[src/hw/can_irq_regs.svh]
// Register offsets, field positions and reset values of the interrupt router.
`ifndef CAN_IRQ_REGS_SVH
`define CAN_IRQ_REGS_SVH

`define OFS_GLOBAL_MASK     12'h000
`define OFS_MBOX_MASK       12'h004
`define OFS_MBOX_LINE       12'h008
`define OFS_PROTECT         12'h00C
`define OFS_STATUS          12'h010
`define OFS_SOURCES         12'h014
`define OFS_PENDING         12'h018
`define OFS_LOST            12'h01C

`define BIT_TIMEOUT         17
`define BIT_STAMP_OVF       16
`define BIT_ABORT_ACK       14
`define BIT_WRITE_DENIED    13
`define BIT_WAKEUP          12
`define BIT_MSG_LOST        11
`define BIT_BUS_OFF         10
`define BIT_ERR_PASSIVE     9
`define BIT_WARN_LEVEL      8
`define BIT_GLOBAL_LINE     2
`define BIT_LINE1_EN        1
`define BIT_LINE0_EN        0

`define GLOBAL_MASK_WMASK   32'h0003_7F07
`define RESET_WORD          32'h0000_0000
`define STATUS_VEC_LSB      0
`define STATUS_VEC_MSB      4
`define STATUS_GLOBAL_MAILBOX_FLAG         5
`define STATUS_LINE0        6
`define STATUS_LINE1        7
`define STATUS_MASK         32'h0000_00FF
`define COMPAT_TOP          5'h0F
`define COMPAT_MASK         32'h0000_FFFF

`endif

[src/hw/can_irq_pkg.sv]
// Types shared by the interrupt router files.
package can_irq_pkg;
	typedef enum logic [1:0] {
		rx_idle,
		rx_search,
		rx_finish
	} rx_state_e;
endpackage

[src/hw/can_rx_store.sv]
// Receive placement: finds a free or overwritable mailbox for a new message.
`timescale 1ns/1ps
`default_nettype none
`include "can_irq_regs.svh"
module can_rx_store #(
	parameter int MBOXES = 32
) (
	input  wire logic              pclk,
	input  wire logic              presetn,
	input  wire logic              rx_valid,
	input  wire logic [MBOXES-1:0] rx_match,
	input  wire logic [MBOXES-1:0] pending,
	input  wire logic [MBOXES-1:0] protect,
	output logic                   store_valid,
	output logic [4:0]             store_index,
	output logic                   store_overwrite,
	output logic                   dropped
);
	typedef struct packed {
		can_irq_pkg::rx_state_e st;
		logic                   store_valid;
		logic [4:0]             store_index;
		logic                   store_overwrite;
		logic                   dropped;
		logic [MBOXES-1:0]      cand;
		logic [MBOXES-1:0]      pend;
		logic [MBOXES-1:0]      prot;
	} state_s;

	state_s r;
	state_s next_r;

	// Candidates are scanned from mailbox 0 up; the highest-numbered usable one is kept.
	always_comb begin
		next_r = r;
		next_r.store_valid = 1'b0;
		next_r.dropped = 1'b0;
		case (r.st)
			can_irq_pkg::rx_idle: begin
				if (rx_valid) begin
					next_r.cand = rx_match;
					next_r.pend = pending;
					next_r.prot = protect;
					next_r.st = can_irq_pkg::rx_search;
				end
			end
			can_irq_pkg::rx_search: begin
				next_r.st = can_irq_pkg::rx_finish;
				next_r.dropped = 1'b1;
				for (int i = 0; i < MBOXES; i++) begin
					if (r.cand[i] && !(r.pend[i] && r.prot[i])) begin
						next_r.store_index = 5'(i);
						next_r.store_overwrite = r.pend[i];
						next_r.store_valid = 1'b1;
						next_r.dropped = 1'b0;
					end
				end
			end
			can_irq_pkg::rx_finish: begin
				next_r.st = can_irq_pkg::rx_idle;
			end
			default: begin
				next_r.st = can_irq_pkg::rx_idle;
			end
		endcase
	end

	always_ff @(posedge pclk or negedge presetn) begin
		if (!presetn) begin
			r <= '0;
		end else begin
			r <= next_r;
		end
	end

	assign store_valid = r.store_valid;
	assign store_index = r.store_index;
	assign store_overwrite = r.store_overwrite;
	assign dropped = r.dropped;

	property p_protected_kept;
		@(posedge pclk) disable iff (!presetn)
		store_valid |-> !(r.pend[store_index] && r.prot[store_index]);
	endproperty
	a_protected_kept: assert property (p_protected_kept)
		else $error("protected mailbox was overwritten");

	property p_overwrite_flag;
		@(posedge pclk) disable iff (!presetn)
		store_valid |-> (store_overwrite == r.pend[store_index]);
	endproperty
	a_overwrite_flag: assert property (p_overwrite_flag)
		else $error("overwrite flag does not follow pending state");
endmodule // can_rx_store
`default_nettype wire

[src/hw/can_irq_router.sv]
// Interrupt masking, line routing and receive overwrite policy of the CAN core.
`timescale 1ns/1ps
`default_nettype none
`include "can_irq_regs.svh"
module can_irq_router #(
	parameter int MBOXES = 32
) (
	input  wire logic              pclk,
	input  wire logic              presetn,
	input  wire logic              psel,
	input  wire logic              penable,
	input  wire logic              pwrite,
	input  wire logic [11:0]       paddr,
	input  wire logic [31:0]       pwdata,
	input  wire logic [3:0]        pstrb,
	output logic [31:0]            prdata,
	output logic                   pready,
	output logic                   pslverr,
	input  wire logic              protected_write_mode,
	input  wire logic              reduced_compat_mode,
	input  wire logic              timeout_event,
	input  wire logic              stamp_overflow_event,
	input  wire logic              abort_ack_event,
	input  wire logic              write_denied_event,
	input  wire logic              wakeup_event,
	input  wire logic              bus_off_event,
	input  wire logic              error_passive_event,
	input  wire logic              warning_level_event,
	input  wire logic [MBOXES-1:0] tx_done,
	input  wire logic              rx_valid,
	input  wire logic [MBOXES-1:0] rx_match,
	output logic                   rx_store_valid,
	output logic [4:0]             rx_store_index,
	output logic                   irq_line_zero,
	output logic                   irq_line_one
);
	typedef struct packed {
		logic [31:0]       gmask;
		logic [MBOXES-1:0] mbox_mask;
		logic [MBOXES-1:0] mbox_line;
		logic [MBOXES-1:0] protect;
		logic [31:0]       gflags;
		logic [MBOXES-1:0] mbox_flag;
		logic [MBOXES-1:0] receive_pending;
		logic [MBOXES-1:0] receive_lost;
		logic [31:0]       prdata;
		logic              pready;
		logic              pslverr;
		logic              store_valid;
		logic [4:0]        store_index;
		logic              irq0;
		logic              irq1;
	} state_s;

	state_s r;
	state_s next_r;

	logic       sv_valid;
	logic [4:0] sv_index;
	logic       sv_over;

	can_rx_store #(
		.MBOXES(MBOXES)
	) i_can_rx_store (
		.pclk           (pclk),
		.presetn        (presetn),
		.rx_valid       (rx_valid),
		.rx_match       (rx_match),
		.pending        (r.receive_pending),
		.protect        (r.protect),
		.store_valid    (sv_valid),
		.store_index    (sv_index),
		.store_overwrite(sv_over),
		.dropped        ()
	);

	// Highest-numbered pending mailbox flag, limited in compat mode.
	function automatic logic [4:0] top_mailbox(input logic [MBOXES-1:0] f,
		input logic compat);
		logic [4:0] v;
		v = 5'h00;
		for (int i = 0; i < MBOXES; i++) begin
			if (f[i] && (!compat || 5'(i) <= `COMPAT_TOP)) begin
				v = 5'(i);
			end
		end
		return v;
	endfunction

	// Accesses that are answered with an error response.
	function automatic logic bad_access(input logic [11:0] a,
		input logic [3:0] s);
		logic bad;
		bad = 1'b0;
		case (a)
			`OFS_GLOBAL_MASK, `OFS_MBOX_MASK, `OFS_MBOX_LINE, `OFS_STATUS,
			`OFS_SOURCES, `OFS_PENDING, `OFS_LOST: bad = 1'b0;
			`OFS_PROTECT: bad = (s != 4'hF);
			default: bad = 1'b1;
		endcase
		return bad;
	endfunction

	logic        access;
	logic        wr;
	logic        full_word;
	logic [31:0] en_global;
	logic        any_global;
	logic [MBOXES-1:0] en_mbox;
	logic [4:0]  vector;
	logic        global_mailbox_flag;
	logic        line0_req;
	logic        line1_req;
	logic [MBOXES-1:0] rx_done;
	logic [MBOXES-1:0] pend_clr;

	always_comb begin
		access = psel && penable && !r.pready;
		// A write takes effect at the edge that completes the transfer.
		wr = psel && penable && pwrite && r.pready;
		full_word = (pstrb == 4'hF);
		next_r = r;
		next_r.pready = access;
		next_r.pslverr = access && bad_access(paddr, pstrb);
		next_r.prdata = `RESET_WORD;
		next_r.store_valid = sv_valid;
		next_r.store_index = sv_index;
		rx_done = '0;
		pend_clr = '0;
		if (sv_valid) begin
			rx_done[sv_index] = 1'b1;
		end
		// Software writes; pending clear is write one to clear.
		if (wr) begin
			case (paddr)
				`OFS_GLOBAL_MASK: begin
					if (protected_write_mode) begin
						next_r.gmask = pwdata & `GLOBAL_MASK_WMASK;
					end
				end
				`OFS_MBOX_MASK: begin
					if (protected_write_mode) begin
						next_r.mbox_mask = pwdata[MBOXES-1:0];
					end
				end
				`OFS_MBOX_LINE: next_r.mbox_line = pwdata[MBOXES-1:0];
				`OFS_PROTECT: begin
					if (full_word) begin
						next_r.protect = pwdata[MBOXES-1:0];
					end
				end
				`OFS_PENDING: pend_clr = pwdata[MBOXES-1:0];
				`OFS_LOST: next_r.receive_lost = r.receive_lost & ~pwdata[MBOXES-1:0];
				`OFS_SOURCES: next_r.gflags = r.gflags & ~pwdata;
				`OFS_STATUS: ;
				default: ;
			endcase
		end

		// Receive bookkeeping; hardware set wins over software clear.
		next_r.receive_pending = (r.receive_pending & ~pend_clr) | rx_done;
		if (sv_valid && sv_over) begin
			next_r.receive_lost[sv_index] = 1'b1;
		end
		next_r.receive_lost = next_r.receive_lost & next_r.receive_pending;
		next_r.mbox_flag = (r.mbox_flag & ~pend_clr) | tx_done | rx_done;

		// Global events are sticky; lost flag follows the lost bits.
		if (timeout_event) next_r.gflags[`BIT_TIMEOUT] = 1'b1;
		if (stamp_overflow_event) next_r.gflags[`BIT_STAMP_OVF] = 1'b1;
		if (abort_ack_event) next_r.gflags[`BIT_ABORT_ACK] = 1'b1;
		if (write_denied_event) next_r.gflags[`BIT_WRITE_DENIED] = 1'b1;
		if (wakeup_event) next_r.gflags[`BIT_WAKEUP] = 1'b1;
		if (bus_off_event) next_r.gflags[`BIT_BUS_OFF] = 1'b1;
		if (error_passive_event) next_r.gflags[`BIT_ERR_PASSIVE] = 1'b1;
		if (warning_level_event) next_r.gflags[`BIT_WARN_LEVEL] = 1'b1;
		next_r.gflags[`BIT_MSG_LOST] = |next_r.receive_lost;

		// Masking and routing from registered state.
		en_global = r.gflags & r.gmask;
		en_global[7:0] = 8'h00;
		any_global = |en_global;
		en_mbox = r.mbox_flag & r.mbox_mask;
		if (reduced_compat_mode) begin
			en_mbox = en_mbox & MBOXES'(`COMPAT_MASK);
		end
		global_mailbox_flag = |en_mbox;
		vector = top_mailbox(en_mbox, reduced_compat_mode);
		line0_req = (|(en_mbox & ~r.mbox_line))
			|| (any_global && !r.gmask[`BIT_GLOBAL_LINE]);
		line1_req = (|(en_mbox & r.mbox_line))
			|| (any_global && r.gmask[`BIT_GLOBAL_LINE]);
		next_r.irq0 = r.gmask[`BIT_LINE0_EN] && line0_req;
		next_r.irq1 = r.gmask[`BIT_LINE1_EN] && line1_req;

		if (access && !pwrite) begin
			case (paddr)
				`OFS_GLOBAL_MASK: next_r.prdata = r.gmask;
				`OFS_MBOX_MASK: next_r.prdata[MBOXES-1:0] = r.mbox_mask;
				`OFS_MBOX_LINE: next_r.prdata[MBOXES-1:0] = r.mbox_line;
				`OFS_PROTECT: begin
					if (full_word) begin
						next_r.prdata[MBOXES-1:0] = r.protect;
					end
				end
				`OFS_STATUS: begin
					next_r.prdata[`STATUS_VEC_MSB:`STATUS_VEC_LSB] = vector;
					next_r.prdata[`STATUS_GLOBAL_MAILBOX_FLAG] = global_mailbox_flag;
					next_r.prdata[`STATUS_LINE0] = r.irq0;
					next_r.prdata[`STATUS_LINE1] = r.irq1;
				end
				`OFS_SOURCES: next_r.prdata = r.gflags;
				`OFS_PENDING: next_r.prdata[MBOXES-1:0] = r.receive_pending;
				`OFS_LOST: next_r.prdata[MBOXES-1:0] = r.receive_lost;
				default: ;
			endcase
		end
	end

	always_ff @(posedge pclk or negedge presetn) begin
		if (!presetn) begin
			r <= '0;
		end else begin
			r <= next_r;
		end
	end

	assign prdata = r.prdata;
	assign pready = r.pready;
	assign pslverr = r.pslverr;
	assign rx_store_valid = r.store_valid;
	assign rx_store_index = r.store_index;
	assign irq_line_zero = r.irq0;
	assign irq_line_one = r.irq1;

	// ----------------------------------------------------------------------
	// Checks
	// ----------------------------------------------------------------------

	property p_mask_locked;
		@(posedge pclk) disable iff (!presetn)
		(wr && !protected_write_mode && paddr == `OFS_GLOBAL_MASK)
		|=> $stable(r.gmask);
	endproperty
	a_mask_locked: assert property (p_mask_locked)
		else $error("global mask changed outside protected mode");

	property p_mbox_mask_locked;
		@(posedge pclk) disable iff (!presetn)
		(wr && !protected_write_mode && paddr == `OFS_MBOX_MASK)
		|=> $stable(r.mbox_mask);
	endproperty
	a_mbox_mask_locked: assert property (p_mbox_mask_locked)
		else $error("mailbox mask changed outside protected mode");

	property p_reserved_zero;
		@(posedge pclk) disable iff (!presetn)
		(r.gmask & ~`GLOBAL_MASK_WMASK) == 32'h0000_0000;
	endproperty
	a_reserved_zero: assert property (p_reserved_zero)
		else $error("reserved global mask bit set");

	property p_line0_off;
		@(posedge pclk) disable iff (!presetn)
		!r.gmask[`BIT_LINE0_EN] |=> !irq_line_zero;
	endproperty
	a_line0_off: assert property (p_line0_off)
		else $error("line zero active while disabled");

	property p_line1_off;
		@(posedge pclk) disable iff (!presetn)
		!r.gmask[`BIT_LINE1_EN] |=> !irq_line_one;
	endproperty
	a_line1_off: assert property (p_line1_off)
		else $error("line one active while disabled");

	property p_global_route;
		@(posedge pclk) disable iff (!presetn)
		(any_global && r.gmask[`BIT_GLOBAL_LINE] && r.gmask[`BIT_LINE1_EN])
		|=> irq_line_one;
	endproperty
	a_global_route: assert property (p_global_route)
		else $error("global source not routed to line one");

	property p_mbox_route;
		@(posedge pclk) disable iff (!presetn)
		(|(en_mbox & ~r.mbox_line) && r.gmask[`BIT_LINE0_EN])
		|=> irq_line_zero;
	endproperty
	a_mbox_route: assert property (p_mbox_route)
		else $error("mailbox source not routed to line zero");

	property p_lost_set;
		@(posedge pclk) disable iff (!presetn)
		(sv_valid && sv_over) |=> r.receive_lost[$past(sv_index)];
	endproperty
	a_lost_set: assert property (p_lost_set)
		else $error("lost bit not set on overwrite");

	property p_lost_flag;
		@(posedge pclk) disable iff (!presetn)
		r.gflags[`BIT_MSG_LOST] == |r.receive_lost;
	endproperty
	a_lost_flag: assert property (p_lost_flag)
		else $error("message lost flag out of step");

	property p_global_route0;
		@(posedge pclk) disable iff (!presetn)
		(any_global && !r.gmask[`BIT_GLOBAL_LINE] && r.gmask[`BIT_LINE0_EN])
		|=> irq_line_zero;
	endproperty
	a_global_route0: assert property (p_global_route0)
		else $error("global source not routed to line zero");

	property p_mbox_route1;
		@(posedge pclk) disable iff (!presetn)
		(|(en_mbox & r.mbox_line) && r.gmask[`BIT_LINE1_EN])
		|=> irq_line_one;
	endproperty
	a_mbox_route1: assert property (p_mbox_route1)
		else $error("mailbox source not routed to line one");
endmodule // can_irq_router
`default_nettype wire

[config.mk]
export PLATFORM = sky130hd
export DESIGN_NAME = can_irq_router
export DESIGN_NICKNAME = d
export VERILOG_FILES = /design/src/hw/can_irq_pkg.sv /design/src/hw/can_rx_store.sv /design/src/hw/can_irq_router.sv
export VERILOG_INCLUDE_DIRS = /design/src /design/src/hw
export SDC_FILE = /design/constraint.sdc
export NUM_CORES = 1
export LEC_CHECK = 0
export BUFFER_PORTS_ARGS = -buffer_cell sky130_fd_sc_hd__buf_2
export CORE_ASPECT_RATIO = 1.25
export CORE_MARGIN = 2
export CORE_UTILIZATION = 25
export DETAILED_ROUTE_END_ITERATION = 10
export PLACE_DENSITY = 0.42
export SYNTH_ARGS = -nofsm -noshare
export SYNTH_HDL_FRONTEND = slang
export SYNTH_SLANG_ARGS = --single-unit
[constraint.sdc]
create_clock -name pclk -period 4.2 [get_ports pclk]
set_input_delay 0.42 -clock pclk [delete_from_list [all_inputs] [get_ports pclk]]
set_output_delay 0.42 -clock pclk [all_outputs]
set_load 0.01 [all_outputs]
**Word-level counts from Yosys, hierarchy flattened**

Cells that the tools add are included.

- Magnitude comparators: 2
- Equality and inequality tests: 11
- Multiplexer cells: 90
- Bitwise operators: 16
- Reduce and logical (&&, ||, !) cells: 170

Operator list:

| operator | count |
|---|---|
| two-way mux 32 bit | 9 |
| two-way mux 8 bit | 33 |
| bitwise AND 32 bit | 8 |
| one-hot mux 24 bit (7 select lines) | 1 |
| two-way mux 5 bit | 30 |
| OR 32 bit | 4 |
| OR reduction 32 bit | 4 |
| inverter 32 bit | 3 |
| logical AND 1 bit | 92 |
| one-hot mux 8 bit (8 select lines) | 1 |
| equality test 12 x 5 -> 1 bit, second input constant | 4 |
| zero test 1 bit | 36 |
| two-way mux 18 bit | 2 |
| bitwise AND 32 x 18 -> 32 bit | 1 |
| nonzero test 2 bit | 16 |
| nonzero test 32 bit | 1 |
| equality test 12 x 4 -> 1 bit, second input constant | 2 |
| AND reduction 2 bit | 12 |
| OR reduction 24 bit | 1 |
| equality test 12 x 3 -> 1 bit, second input constant | 1 |
| zero test 12 bit | 1 |
| two-way mux 1 bit | 10 |
| AND reduction 3 bit | 3 |
| OR reduction 7 bit | 1 |
| 12 further kinds | 13 |

- Register bits: 383
- Bits of input ports: 128
- Output and inout port bits: 42

**Depth between registers and ports, before layout**

- Depth in word-level cells: 36
- Gate-level depth with buffers: 11
- Gate-level depth less buffers: 8

**Modules after synthesis**

Synthesis repeated with hierarchy kept, for this count alone.

- Cells, all modules: 1573
- Area total of the unflattened synthesis: 17827.1 µm²

Modules (own cells, without submodules):

| module | times used | cells an instance | area each (µm²) | seq. area each (µm²) |
|---|---|---|---|---|
| can_irq_router | 1 | 1149 | 12802.3 | 6956.7 |
| can_rx_store | 1 | 424 | 5024.8 | 2652.5 |

**Worst setup path after synthesis**

Ideal clock, no wire load.

- Path kind: input-to-reg
- Start: input port paddr[1]
- End: register r[246] (netlist bit)
- Library setup time: 125 ps
- Arrival: 2711 ps
- Required time: 4075 ps
- Path slack: 1365 ps
- Stages: 11
- Path through: or4_4 buf_6 nor2_1 nand2_1 nor2_1 and2_1 buf_2 and3_1 buf_2 buf_4 mux2_2

- Word-level cells in the longest chain between the ends: 2

Ends and longest elaborated chain:

| element | line | RTL |
|---|---|---|
| from (decl) | can_irq_router.sv:13 | `input wire logic [11:0] paddr,` |
| equality test 12 x 3 -> 1 bit | can_irq_router.sv:135 | `case (paddr)` |
| AND reduction 3 bit (no source line) | - |  |
| to (signal assigned) | can_irq_router.sv:224 | `r <= next_r;` |
| to (decl) | can_irq_router.sv:55 | `state_s r;` |

No other way between the ends.
A chain may end at the register's enable or synchronous reset.

==> metrics.txt <==
outcome completed; Finished Layout Cells 2734; largest net degree at the start of global routing 119; CP Class reg -> reg; Fin Setup TNS 0 ns; most frequent cells in the layout dfrtp_1 (383), mux2_2 (195), nand2_1 (188); Peak VDD IR 0.2200 mV; max cap viols 0; Post-Route Utilization 0.3004; # IOs 170; most common cell after layout, fill and taps aside dfrtp_1; worst path cell trace and3_1, and2_1, a22oi_1, nor2_1, a21oi_1, nand4_1, or3_1; Seq/Total Area, Yosys 0.5346; Clock Latency Late Sink 0.58 ns; area of the core 0.07092 mm²; CTS Buf Count 45; WP depth 7; GPL Wtd Cong 0.9442; sequential cell area 0.009584 mm²; die width 243.5 µm; # port buffers 169; PwrDens 461.4 mW/mm²; clock-pin slew on the worst setup and hold paths 0.06 ns; reg2reg setup slack 1.26 ns; Post-Syn Nets 1742; max-slew violations 0; final clock skew 0.01522 ns; Worst Setup End Kind flop; mean post-synth cell area 11.11 µm²; H-tree depth 2; Starting Density 0.2528; slew margin rel. 0.2079; vias after detailed routing 14138; synth top area cells dfrtp_1 (53%), mux2_2 (12%), nand2_1 (3.9%); DR iter-0 viols 1316; fin nets 1889; CP required 4.71 ns; CP delay by family, top simple AND/OR/NAND/NOR gates; mean number of vias per cell 5.171; cells after synthesis 1614; FP Rows 109; share of cells above drive strength 1 0.2749; clk buf depth 3; DP Wirelength 55.62 mm; Hold Path Class in -> reg; final setup violation count 0; YS warnings 0; FF-to-FF Start i_can_rx_store.store_index[0]; area of the multi-input gates 0.007631 mm²; area share of the largest cell type after synthesis 0.5346; drt total wl 73.08 mm; root buf cell clkbuf_16; DIE AREA 0.07389 mm²; GR Overflow Total 0; Reg-to-Reg End r[149]; CTS tree done; initial antenna violation count 2; Filler Cells Inserted 7356; vias in the first global route 14595; R2R cell count 7; ys flop type dfrtp_1; cell accounting for the most synthesized area dfrtp_1; Distinct cells, synth 73; RSZ-0062 raised after global routing no; area grow syn2layout 18.83%; slowest stage delay, CP 0.61 ns; number of synthesized flops with an enable pin 0; Cells after DPL 2651; maximum fanout along the worst path 10; leakage power 9.301 nW; Final Critical Period 2.943 ns; global-route wire length before repair 104.5 mm; measured slew at the worst slew-check pin 1.158 ns; drt drc 0; Tcrit/Tclk final 0.7007; Fmax 0.3398 GHz; Post-DRT Antenna Nets 0; Critical Path End r[149]; final hold vios 0; die height 303.4 µm; critical path launch point i_can_rx_store.store_index[0]; number of synthesized register bits 383; WL per Instance 26.73 µm; hold slack 0.03244 ns; DR pass1 iterations 8; Sink Count 383; CTS resizes 0; Synth Cell Area 0.01793 mm²; Worst path slowest cell nor2_1; CP bufs+invs 0; GR Util All Layers 0.1948; CP arrival 3.45 ns; CP startpoint kind flop; ys async rst share 1.000
per-layer routing:
metal,up-vias,wire length (µm),GRT usage
met2,544,34290,0.3216
met4,4,3635,0.09524
met1,7204,31410,0.2523
li1,6256,-,-
met5,-,25,0
met3,130,3718,0.02628
registers in the layout (all words and copies together) (netlist names), 5 cells and up:
| signal | cells |
|---|---|
| r | 236 |
| i_can_rx_store.r | 98 |
| prdata | 32 |
| i_can_rx_store.store_index | 5 |
| rx_store_index | 5 |
through the flow:
step	power, mW	setup WS [ns]	area (µm²)
after floorplan	5.111	1.365	17930
after global placement	5.792	0.6743	19740
after detailed placement	5.809	0.6397	19740
after CTS	9.951	1.241	21300
after global routing	10.26	1.111	21300
final	9.829	1.257	21300
cells in the mapped netlist, types with 17 or more instances:
cell and n:
a21oi_1 58, clkbuf_1 58, nor2_1 72, o21a_1 18, inv_1 35, nor3_1 20
a21boi_0 28, dfrtp_1 383, buf_4 40, a22oi_1 38, a22o_1 17, mux2_2 195
a21o_1 30, nand3_1 56, nand2_1 188, a222oi_1 38, o21ai_0 76, a211o_1 23
cell families (layout without fill, tap and decap cells):
group	after synthesis	count (layout)	share of synthesized area
and+or+nand+nor	442	442	0.1190
AOI/OAI and AO/OA	427	427	0.1724
DFF	383	383	0.5346
muxes	211	211	0.1325
buffers and inverters	151	327	0.04152
other	0	1	0
cell type report:
class | instances | area share
Tap cell | 943 | 0.05538
Inverter | 35 | 0.006167
Clock inverter | 12 | 0.01040
Antenna cell | 1 | 0.0001175
Multi-Input combinational cell | 1080 | 0.3582
Sequential cell | 383 | 0.4499
Clock buffer | 64 | 0.06008
Timing Repair Buffer | 216 | 0.05979
power by group:
part / leakage (nW) / internal [mW] / switching [mW]
logic: 3.74 / 0.541 / 0.821
clock network: 0.733 / 2.48 / 1.60
registers: 4.83 / 4.01 / 0.377
worst min path at each step:
stage / depth (start not counted) / endpoint / slack (ns) / startpoint
6_report: 2 / r[155] / 0.03 / timeout_event
5_1_grt: 2 / r[155] / 0.02 / timeout_event
4_1_cts: 2 / r[155] / 0.009 / timeout_event
3_5_place_dp: 0 / rx_store_valid / 0.47 / i_can_rx_store.store_valid
3_3_place_gp: 1 / r[145] / 0.47 / r[145]
2_1_floorplan: 0 / i_can_rx_store.r[0] / 0.12 / presetn
what timing repair did:
item                       CTS  global route
hold endpoints to repair   103             0
setup endpoints to repair    0             0
setup buffers                0             0
hold buffers                 6             0
(Power assumes the default switching activity.)
